### src/verilog/i2c_master_regs.vh
// register map, field positions, reset values and timing counts of the bus master
`ifndef I2C_MASTER_REGS_VH
`define I2C_MASTER_REGS_VH
`define CONTROL_REG_ADDR 4'h0
`define STATUS_REG_ADDR 4'h4
`define TX_HOLDING_REG_ADDR 4'h8
`define BAUD_RELOAD_REG_ADDR 4'hC
`define CTL_START_BIT 0
`define CTL_CMD_MASK 32'h0000001F
`define CTL_MONITOR_BIT 11
`define ST_ACK_BIT 15
`define ST_TXACT_BIT 14
`define ST_WCOL_BIT 7
`define ST_STOP_BIT 4
`define ST_START_BIT 3
`define ST_TBF_BIT 0
`define ST_IRQ_BIT 16
`define CONTROL_RESET 32'h00000000
`define BAUD_RESET 12'h004
`define BAUD_WIDTH 12
`endif

### src/verilog/baud_timer.v
// reload baud generator, two decrements per cycle, stops at zero
`timescale 1ns/1ns
module baud_timer #(
  parameter WIDTH = 12
) (
  // clock and reset
  input wire aclk,
  input wire aresetn,
  // control
  input wire load,
  input wire [WIDTH-1:0] reload,
  // state
  output reg expired
);
  reg [WIDTH-1:0] count;
  always @(posedge aclk) begin
    if (!aresetn) begin
      count <= {WIDTH{1'b0}};
      expired <= 1'b0;
    end else if (load) begin
      count <= reload;
      expired <= 1'b0;
    end else if (count > {{(WIDTH-2){1'b0}}, 2'b10}) begin
      count <= count - {{(WIDTH-2){1'b0}}, 2'b10};
    end else if (count != {WIDTH{1'b0}}) begin
      count <= {WIDTH{1'b0}};
      expired <= 1'b1;
    end else begin
      expired <= 1'b0;
    end
  end
endmodule

### src/verilog/i2c_master_start_and_transmit.v
// two-wire bus master: start generation and byte transmit with acknowledge, AXI4-Lite registers
`timescale 1ns/1ns
`include "i2c_master_regs.vh"
module i2c_master_start_and_transmit (
  // clock and reset
  input wire aclk,
  input wire aresetn,
  // axi4-lite write address
  input wire [3:0] s_axi_awaddr,
  input wire s_axi_awvalid,
  output reg s_axi_awready,
  // axi4-lite write data
  input wire [31:0] s_axi_wdata,
  input wire [3:0] s_axi_wstrb,
  input wire s_axi_wvalid,
  output reg s_axi_wready,
  // axi4-lite write response
  output reg [1:0] s_axi_bresp,
  output reg s_axi_bvalid,
  input wire s_axi_bready,
  // axi4-lite read address
  input wire [3:0] s_axi_araddr,
  input wire s_axi_arvalid,
  output reg s_axi_arready,
  // axi4-lite read data
  output reg [31:0] s_axi_rdata,
  output reg [1:0] s_axi_rresp,
  output reg s_axi_rvalid,
  input wire s_axi_rready,
  // clock line
  input wire scl_in,
  output reg scl_out,
  output reg scl_oe,
  // data line
  input wire sda_in,
  output reg sda_out,
  output reg sda_oe,
  // event
  output reg master_event_irq
);
  localparam [1:0] RESP_OKAY = 2'b00;
  localparam [1:0] RESP_SLVERR = 2'b10;
  localparam [7:0] ST_IDLE = 8'h01;
  localparam [7:0] ST_START_A = 8'h02;
  localparam [7:0] ST_START_B = 8'h04;
  localparam [7:0] ST_TX_LOW = 8'h08;
  localparam [7:0] ST_TX_REL = 8'h10;
  localparam [7:0] ST_TX_HIGH = 8'h20;
  localparam [7:0] ST_ACK_REL = 8'h40;
  localparam [7:0] ST_ACK_HIGH = 8'h80;

  reg [7:0] state;
  reg [31:0] control_reg;
  reg [`BAUD_WIDTH-1:0] baud_reload_reg;
  reg [7:0] tx_holding_reg;
  reg [7:0] shifter;
  reg [3:0] bit_count;
  reg tx_buffer_full;
  reg ack_received_status;
  reg master_tx_active;
  reg write_collision_flag;
  reg start_seen;
  reg stop_seen;
  reg hold_scl_low;
  reg hold_sda_low;
  reg baud_load;
  reg aw_held;
  reg w_held;
  reg [3:0] aw_addr;
  reg [31:0] w_data;
  reg [3:0] w_strb;
  wire baud_expired;
  wire scl_s;
  wire sda_s;
  wire scl_fell;
  wire sda_fell;
  wire sda_rose;
  wire busy;
  wire do_write;
  wire tx_write;
  wire start_cmd;
  wire set_collision;
  wire set_event;
  wire clear_event;
  wire [31:0] status_word;

  baud_timer #(
    .WIDTH(`BAUD_WIDTH)
  ) u_baud (
    .aclk(aclk),
    .aresetn(aresetn),
    .load(baud_load),
    .reload(baud_reload_reg),
    .expired(baud_expired)
  );

  line_sync u_scl (
    .aclk(aclk),
    .aresetn(aresetn),
    .line_in(scl_in),
    .line(scl_s),
    .fell(scl_fell),
    .rose()
  );

  line_sync u_sda (
    .aclk(aclk),
    .aresetn(aresetn),
    .line_in(sda_in),
    .line(sda_s),
    .fell(sda_fell),
    .rose(sda_rose)
  );

  // write channel: address and data taken in either order, executed once both held
  assign do_write = aw_held & w_held & ~s_axi_bvalid;
  assign busy = (state != ST_IDLE) | control_reg[`CTL_START_BIT];
  assign tx_write = do_write & (aw_addr == `TX_HOLDING_REG_ADDR) & w_strb[0];
  assign set_collision = tx_write & busy;
  assign start_cmd = state == ST_IDLE && control_reg[`CTL_START_BIT];
  // master event: bit 16 of status, write one to clear; set wins over clear
  assign clear_event = do_write & (aw_addr == `STATUS_REG_ADDR) & w_strb[2] & w_data[`ST_IRQ_BIT];
  assign set_event = ((state == ST_START_B) & baud_expired) | ((state == ST_ACK_HIGH) & scl_fell);
  assign status_word = {15'h0000, master_event_irq, ack_received_status, master_tx_active, 6'h00,
                        write_collision_flag, 2'b00, stop_seen, start_seen, 2'b00, tx_buffer_full};

  always @(posedge aclk) begin
    if (!aresetn) begin
      s_axi_awready <= 1'b1;
      s_axi_wready <= 1'b1;
      s_axi_bvalid <= 1'b0;
      s_axi_bresp <= RESP_OKAY;
      aw_held <= 1'b0;
      w_held <= 1'b0;
      aw_addr <= 4'h0;
      w_data <= 32'h00000000;
      w_strb <= 4'h0;
    end else begin
      if (s_axi_awvalid && s_axi_awready) begin
        aw_addr <= s_axi_awaddr;
        aw_held <= 1'b1;
        s_axi_awready <= 1'b0;
      end
      if (s_axi_wvalid && s_axi_wready) begin
        w_data <= s_axi_wdata;
        w_strb <= s_axi_wstrb;
        w_held <= 1'b1;
        s_axi_wready <= 1'b0;
      end
      if (do_write) begin
        s_axi_bvalid <= 1'b1;
        aw_held <= 1'b0;
        w_held <= 1'b0;
        s_axi_bresp <= (aw_addr[1:0] == 2'b00) ? RESP_OKAY : RESP_SLVERR; // every aligned word is mapped
      end
      if (s_axi_bvalid && s_axi_bready) begin
        s_axi_bvalid <= 1'b0;
        s_axi_awready <= 1'b1;
        s_axi_wready <= 1'b1;
      end
    end
  end

  // read channel
  always @(posedge aclk) begin
    if (!aresetn) begin
      s_axi_arready <= 1'b1;
      s_axi_rvalid <= 1'b0;
      s_axi_rdata <= 32'h00000000;
      s_axi_rresp <= RESP_OKAY;
    end else if (s_axi_arvalid && s_axi_arready) begin
      s_axi_arready <= 1'b0;
      s_axi_rvalid <= 1'b1;
      s_axi_rresp <= RESP_OKAY;
      case (s_axi_araddr)
        `CONTROL_REG_ADDR: s_axi_rdata <= control_reg;
        `STATUS_REG_ADDR: s_axi_rdata <= status_word;
        `TX_HOLDING_REG_ADDR: s_axi_rdata <= {24'h000000, tx_holding_reg};
        `BAUD_RELOAD_REG_ADDR: s_axi_rdata <= {20'h00000, baud_reload_reg};
        default: begin
          s_axi_rdata <= 32'h00000000;
          s_axi_rresp <= RESP_SLVERR;
        end
      endcase
    end else if (s_axi_rvalid && s_axi_rready) begin
      s_axi_rvalid <= 1'b0;
      s_axi_arready <= 1'b1;
    end
  end

  // registers written by software, and the flags they share with the sequencer
  always @(posedge aclk) begin
    if (!aresetn) begin
      control_reg <= `CONTROL_RESET;
      baud_reload_reg <= `BAUD_RESET;
      tx_holding_reg <= 8'h00;
      write_collision_flag <= 1'b0;
      master_event_irq <= 1'b0;
    end else begin
      if (do_write && aw_addr == `CONTROL_REG_ADDR) begin
        if (w_strb[1]) begin
          control_reg[15:8] <= w_data[15:8];
        end
        if (w_strb[0]) begin
          control_reg[7:5] <= w_data[7:5];
          if (!busy) begin
            control_reg[4:0] <= w_data[4:0];
          end
        end
      end
      if (do_write && aw_addr == `BAUD_RELOAD_REG_ADDR) begin
        if (w_strb[0]) begin
          baud_reload_reg[7:0] <= w_data[7:0];
        end
        if (w_strb[1]) begin
          baud_reload_reg[`BAUD_WIDTH-1:8] <= w_data[`BAUD_WIDTH-1:8];
        end
      end
      if (tx_write && !busy) begin
        tx_holding_reg <= w_data[7:0];
      end
      if (set_collision) begin
        write_collision_flag <= 1'b1;
      end else if (do_write && aw_addr == `STATUS_REG_ADDR && w_strb[0] && !w_data[`ST_WCOL_BIT]) begin
        write_collision_flag <= 1'b0;
      end
      if (set_event) begin
        master_event_irq <= 1'b1;
      end else if (clear_event) begin
        master_event_irq <= 1'b0;
      end
      if (state == ST_START_B && baud_expired) begin
        control_reg[`CTL_START_BIT] <= 1'b0;
      end
    end
  end

  // bus monitor: start is data falling with clock high, stop is data rising with clock high
  always @(posedge aclk) begin
    if (!aresetn) begin
      start_seen <= 1'b0;
      stop_seen <= 1'b0;
    end else if (sda_fell && scl_s) begin
      start_seen <= 1'b1;
      stop_seen <= 1'b0;
    end else if (sda_rose && scl_s) begin
      start_seen <= 1'b0;
      stop_seen <= 1'b1;
    end
  end

  // master sequencer
  always @(posedge aclk) begin
    if (!aresetn) begin
      state <= ST_IDLE;
      baud_load <= 1'b0;
      hold_scl_low <= 1'b0;
      hold_sda_low <= 1'b0;
      shifter <= 8'h00;
      bit_count <= 4'h0;
      tx_buffer_full <= 1'b0;
      ack_received_status <= 1'b0;
      master_tx_active <= 1'b0;
    end else begin
      baud_load <= 1'b0;
      case (state)
        ST_IDLE: begin
          if (start_cmd) begin
            baud_load <= 1'b1;
            hold_sda_low <= 1'b0;
            hold_scl_low <= 1'b0;
            state <= ST_START_A;
          end else if (tx_write) begin
            shifter <= w_data[7:0];
            tx_buffer_full <= 1'b1;
            master_tx_active <= 1'b1;
            bit_count <= 4'h0;
            hold_scl_low <= 1'b1;
            hold_sda_low <= ~w_data[7];
            baud_load <= 1'b1;
            state <= ST_TX_LOW;
          end
        end
        ST_START_A: begin
          if (baud_expired && !baud_load) begin
            hold_sda_low <= 1'b1;
            baud_load <= 1'b1;
            state <= ST_START_B;
          end
        end
        ST_START_B: begin
          if (baud_expired && !baud_load) begin
            hold_scl_low <= 1'b1;
            state <= ST_IDLE;
          end
        end
        ST_TX_LOW: begin
          if (baud_expired && !baud_load) begin
            hold_scl_low <= 1'b0;
            state <= ST_TX_REL;
          end
        end
        ST_TX_REL: begin
          if (scl_s) begin
            baud_load <= 1'b1;
            state <= ST_TX_HIGH;
          end
        end
        ST_TX_HIGH: begin
          if (baud_expired && !baud_load) begin
            hold_scl_low <= 1'b1;
            baud_load <= 1'b1;
            if (bit_count == 4'h7) begin
              tx_buffer_full <= 1'b0;
              hold_sda_low <= 1'b0;
              state <= ST_ACK_REL;
            end else begin
              shifter <= {shifter[6:0], 1'b0};
              hold_sda_low <= ~shifter[6];
              bit_count <= bit_count + 4'h1;
              state <= ST_TX_LOW;
            end
          end
        end
        ST_ACK_REL: begin
          if (baud_expired && !baud_load) begin
            hold_scl_low <= 1'b0;
          end
          if (!hold_scl_low && scl_s) begin
            baud_load <= 1'b1;
            state <= ST_ACK_HIGH;
          end
        end
        ST_ACK_HIGH: begin
          if (baud_expired && !baud_load && !hold_scl_low) begin
            ack_received_status <= sda_s;
            hold_scl_low <= 1'b1;
          end
          if (scl_fell) begin
            master_tx_active <= 1'b0;
            state <= ST_IDLE;
          end
        end
        default: begin
          state <= ST_IDLE;
        end
      endcase
    end
  end

  // open-drain pins: drive low only
  always @(posedge aclk) begin
    if (!aresetn) begin
      scl_out <= 1'b0;
      sda_out <= 1'b0;
      scl_oe <= 1'b0;
      sda_oe <= 1'b0;
    end else begin
      scl_out <= 1'b0;
      sda_out <= 1'b0;
      scl_oe <= hold_scl_low;
      if (scl_oe || !hold_scl_low) begin // data moves once the clock pin is already low, or while the clock is not being held low
        sda_oe <= hold_sda_low;
      end
    end
  end
endmodule

### src/verilog/line_sync.v
// two-stage synchroniser for the bus lines, with edge detect on the settled stage
`timescale 1ns/1ns
module line_sync (
  // clock and reset
  input wire aclk,
  input wire aresetn,
  // raw line
  input wire line_in,
  // synchronised
  output reg line,
  output wire fell,
  output wire rose
);
  reg meta;
  reg prev;
  always @(posedge aclk) begin
    if (!aresetn) begin
      meta <= 1'b1;
      line <= 1'b1;
      prev <= 1'b1;
    end else begin
      meta <= line_in;
      line <= meta;
      prev <= line;
    end
  end
  assign fell = prev & ~line;
  assign rose = ~prev & line;
endmodule
### config.mk
export PLATFORM = sky130hd
export DESIGN_NAME = i2c_master_start_and_transmit
export DESIGN_NICKNAME = d
export VERILOG_FILES = /design/src/verilog/baud_timer.v /design/src/verilog/i2c_master_start_and_transmit.v /design/src/verilog/line_sync.v
export VERILOG_INCLUDE_DIRS = /design/src /design/src/verilog
export SDC_FILE = /design/constraint.sdc
export NUM_CORES = 1
export LEC_CHECK = 0
export BUFFER_PORTS_ARGS = -buffer_cell sky130_fd_sc_hd__buf_2
export CAP_MARGIN = 20
export CORE_MARGIN = 5
export CORE_UTILIZATION = 45
export CTS_CLUSTER_SIZE = 14
export DETAILED_ROUTE_END_ITERATION = 6
export HOLD_SLACK_MARGIN = 0.08
export PLACE_DENSITY = 0.71
export SYNTH_ARGS = -nofsm -noshare
export SYNTH_HDL_FRONTEND = slang
export SYNTH_SLANG_ARGS = --single-unit
### constraint.sdc
create_clock -name aclk -period 2.7 [get_ports aclk]
set_clock_uncertainty 0.05 [all_clocks]
set_input_delay 0.27 -clock aclk [delete_from_list [all_inputs] [get_ports aclk]]
set_output_delay 0.27 -clock aclk [all_outputs]
set_load 0.01 [all_outputs]
==> flow_metrics.env <==
export IMPL_final_cell_mix="dfxtp_1, nand2_1, a21oi_1, nor2_1, buf_2"
export IMPL_setup_ws_ns=0.2377
export IMPL_ant_nets=0
export IMPL_numCtsBuffers=17
export IMPL_crit_required_ns=2.97
export IMPL_die_w_um=124.7
export IMPL_maxCapViolCount=0
export IMPL_drc=0
export IMPL_drt_iter0_drc=377
export IMPL_pre_cts_ws_ns=0.3004
export IMPL_cts_sinks=136
export IMPL_n_antenna_cell=0
export IMPL_synth_edf_count=0
export IMPL_fill_cells=1193
export IMPL_syn_to_final_growth_pct=20.89
export IMPL_min_from="s_axi_awaddr[1]"
export IMPL_ir_worst_vdd_uv=410.2
export IMPL_rr_startpoint="state[0]$_SDFFE_PN1P_"
export IMPL_fmax_mhz=406.1
export IMPL_reg2regPathDepth=5
export IMPL_initial_core_util_pct=45.27
export IMPL_worstHoldPathType="input pin to flip-flop"
export IMPL_worst_path_max_fanout=9
export IMPL_syn_area_per_cell_sq_um=8.572
export IMPL_power_mw=6.050
export IMPL_chipHeight_um=124.7
export IMPL_postLayoutCellArea_sq_um=7161
export IMPL_wl_mm=15.05
export IMPL_r2r_end="bit_count[0]$_SDFFE_PN0P_"
export IMPL_port_buffers=63
export IMPL_status="completed"
export IMPL_grt_antenna_before_repair=0
export IMPL_core_sq_um=13090
export IMPL_crit_family="simple AND/OR/NAND/NOR gates"
export IMPL_worstPathCellList="nor4b_1, and3_1, nor2_1, nor3_2, mux2i_1"
export IMPL_synth_seq_cells=136
export IMPL_h_tree_depth=4
export IMPL_worstMarginPinSlew_ns=0.7627
export IMPL_critPathMaxStageDelay_ns=0.57
export IMPL_synth_cell_types=64
export IMPL_setup_viol=0
export IMPL_rows=42
export IMPL_slew_viol_final=0
export IMPL_hold_end="aw_addr[1]$_SDFFE_PN0P_"
export IMPL_ios=99
export IMPL_yosys_most_used_dff="dfxtp_1"
export IMPL_grt_max_degree=71
export IMPL_num_vias=5226
export IMPL_firstDrtPassIters=5
export IMPL_gp_congestion=0.8735
export IMPL_grt_setup_unrepaired="false"
export IMPL_cts_resized=0
export IMPL_gr_total_overflow=0
export IMPL_hold_buffers=26
export IMPL_grt_pass1_wl_mm=24.78
export IMPL_via_per_inst=5.438
export IMPL_power_leakage_nw=2.921
export IMPL_tns_ns=0
export IMPL_worstSkewPairLatency_ns=0.40
export IMPL_period_share_pct=91.20
export IMPL_crit_type="flip-flop to flip-flop"
export IMPL_async_flop_share_pct=0
export IMPL_fin_hold_ws_ns=0.08959
export IMPL_hold_depth=3
export IMPL_nets=827
export IMPL_syn_inst=691
export IMPL_cts_max_path_buffers=2
export IMPL_cts_reportedPaths_clkPinSlew_ns=0.06
export IMPL_cpMaxStageDelayCell="nor4b_1"
export IMPL_min_period_ns=2.462
export IMPL_drive_gt1_share_pct=15.67
export IMPL_layout_commonest_cell="dfxtp_1"
export IMPL_cts_setup_buffers=0
export IMPL_relSlewSlack_pct=49.15
export IMPL_die_area_sq_um=15560
export IMPL_synth_area_sq_um=5923
export IMPL_wl_per_cell_um=15.66
export IMPL_arrival_ns=2.73
export IMPL_report_final_hold_viol_count=0
export IMPL_first_global_vias=5041
export IMPL_track_usage_pct=19.03
export IMPL_cts_root_buf="clkbuf_16"
export IMPL_tritoncts="done"
export IMPL_dpl_cell_area_sq_um=6337
export IMPL_dpl_hpwl_mm=10.30
export IMPL_cp_end_kind="flip-flop"
export IMPL_ys_seq_area_share_pct=45.97
export IMPL_path_buf_inv=0
export IMPL_cp_start_kind="flip-flop"
export IMPL_regToRegSetupSlack_ns=0.24
export IMPL_ys_warn_count=0
export IMPL_p_per_area_nw_per_um2=845.0
cells by family (layout without fill, tap and decap cells):
| kind of cell | count (synthesis) | after routing | share of synthesized area (%) |
|---|---|---|---|
| other | 1 | 19 | 0.06331 |
| AOI/OAI and AO/OA | 141 | 141 | 14.89 |
| xor gates and xnor gates | 12 | 12 | 1.774 |
| and+or+nand+nor | 291 | 291 | 24.19 |
| adders and majority gates | 2 | 2 | 0.4224 |
| muxes | 40 | 40 | 6.760 |
| DFF | 136 | 136 | 45.97 |
| buffers and inverters | 68 | 144 | 5.936 |
how the worst max path moves through the flow:
stage | start | end | slack (ns) | depth (start not counted)
final | state[0]$_SDFFE_PN1P_ | bit_count[0]$_SDFFE_PN0P_ | 0.24 | 5
after CTS | state[3]$_SDFFE_PN0P_ | bit_count[0]$_SDFFE_PN0P_ | 0.28 | 6
after floorplan | state[0]$_SDFFE_PN1P_ | baud_load$_SDFF_PN0_ | 0.64 | 7
after global routing | state[0]$_SDFFE_PN1P_ | shifter[4]$_SDFFE_PN0P_ | 0.04 | 5
after detailed placement | state[3]$_SDFFE_PN0P_ | bit_count[0]$_SDFFE_PN0P_ | 0.30 | 6
after global placement | state[3]$_SDFFE_PN0P_ | shifter[4]$_SDFFE_PN0P_ | 0.36 | 6
worst reg2reg max path, cell delays in order, from the launching register on:
cell and delay, ns:
dfxtp_1 0.49, nor4b_1 0.57, and3_1 0.34, nor2_1 0.10, nor3_2 0.53, mux2i_1 0.31
metrics by stage:
stage	util [%]	std cells
2_1_floorplan	-	709
3_5_place_dp	48.43	903
5_1_grt	54.72	961
4_1_cts	54.72	961
6_report	54.72	961
3_3_place_gp	48.43	903
cell type report:
class	instances	area, sq um	area share (%)
clock buffers	23	498.0	6.954
clock inverters	9	65.06	0.9086
inverters	8	31.28	0.4368
flip-flops and latches	136	2723	38.02
well taps	176	220.2	3.075
repair buffers	104	700.7	9.785
multi-input cells	505	2923	40.82
report_power, final:
part	leakage (nW)	internal (mW)	total, mW	switching, mW
sequential	1.11	2.21	2.39	0.183
combinational	1.55	0.680	1.52	0.836
clock	0.264	1.30	2.15	0.847
layer usage:
layer / vias up / part of all wire (%) / track usage, %
li1: 2558 / - / -
met1: 2499 / 44 / 23.35
met2: 152 / 50 / 33.33
met5: - / 0 / 0
met3: 17 / 4.9 / 4.245
met4: 0 / 1.4 / 5.545
cell usage after synthesis, drive strengths merged (4+ instances only):
cell type	number	area, sq um
a21o	8	60.06
a21oi	67	335.3
a22oi	19	142.6
a2bb2oi	4	35.03
a311oi	6	52.55
a31oi	8	50.05
and2	4	25.03
and3	4	25.02
buf	28	200.2
clkbuf	32	121.4
dfxtp	136	2723
inv	8	30.03
mux2i	40	400.4
nand2	108	405.4
nand2b	11	68.82
nand3	22	110.1
nand4	8	50.05
nand4b	5	43.79
nor2	67	251.5
nor2b	4	25.02
nor3	18	105.1
nor4	8	71.32
nor4b	4	35.03
o21ai	12	60.05
or3	15	98.84
xnor2	6	52.55
xor2	6	52.55
Power figures use the tool's default switching activity.
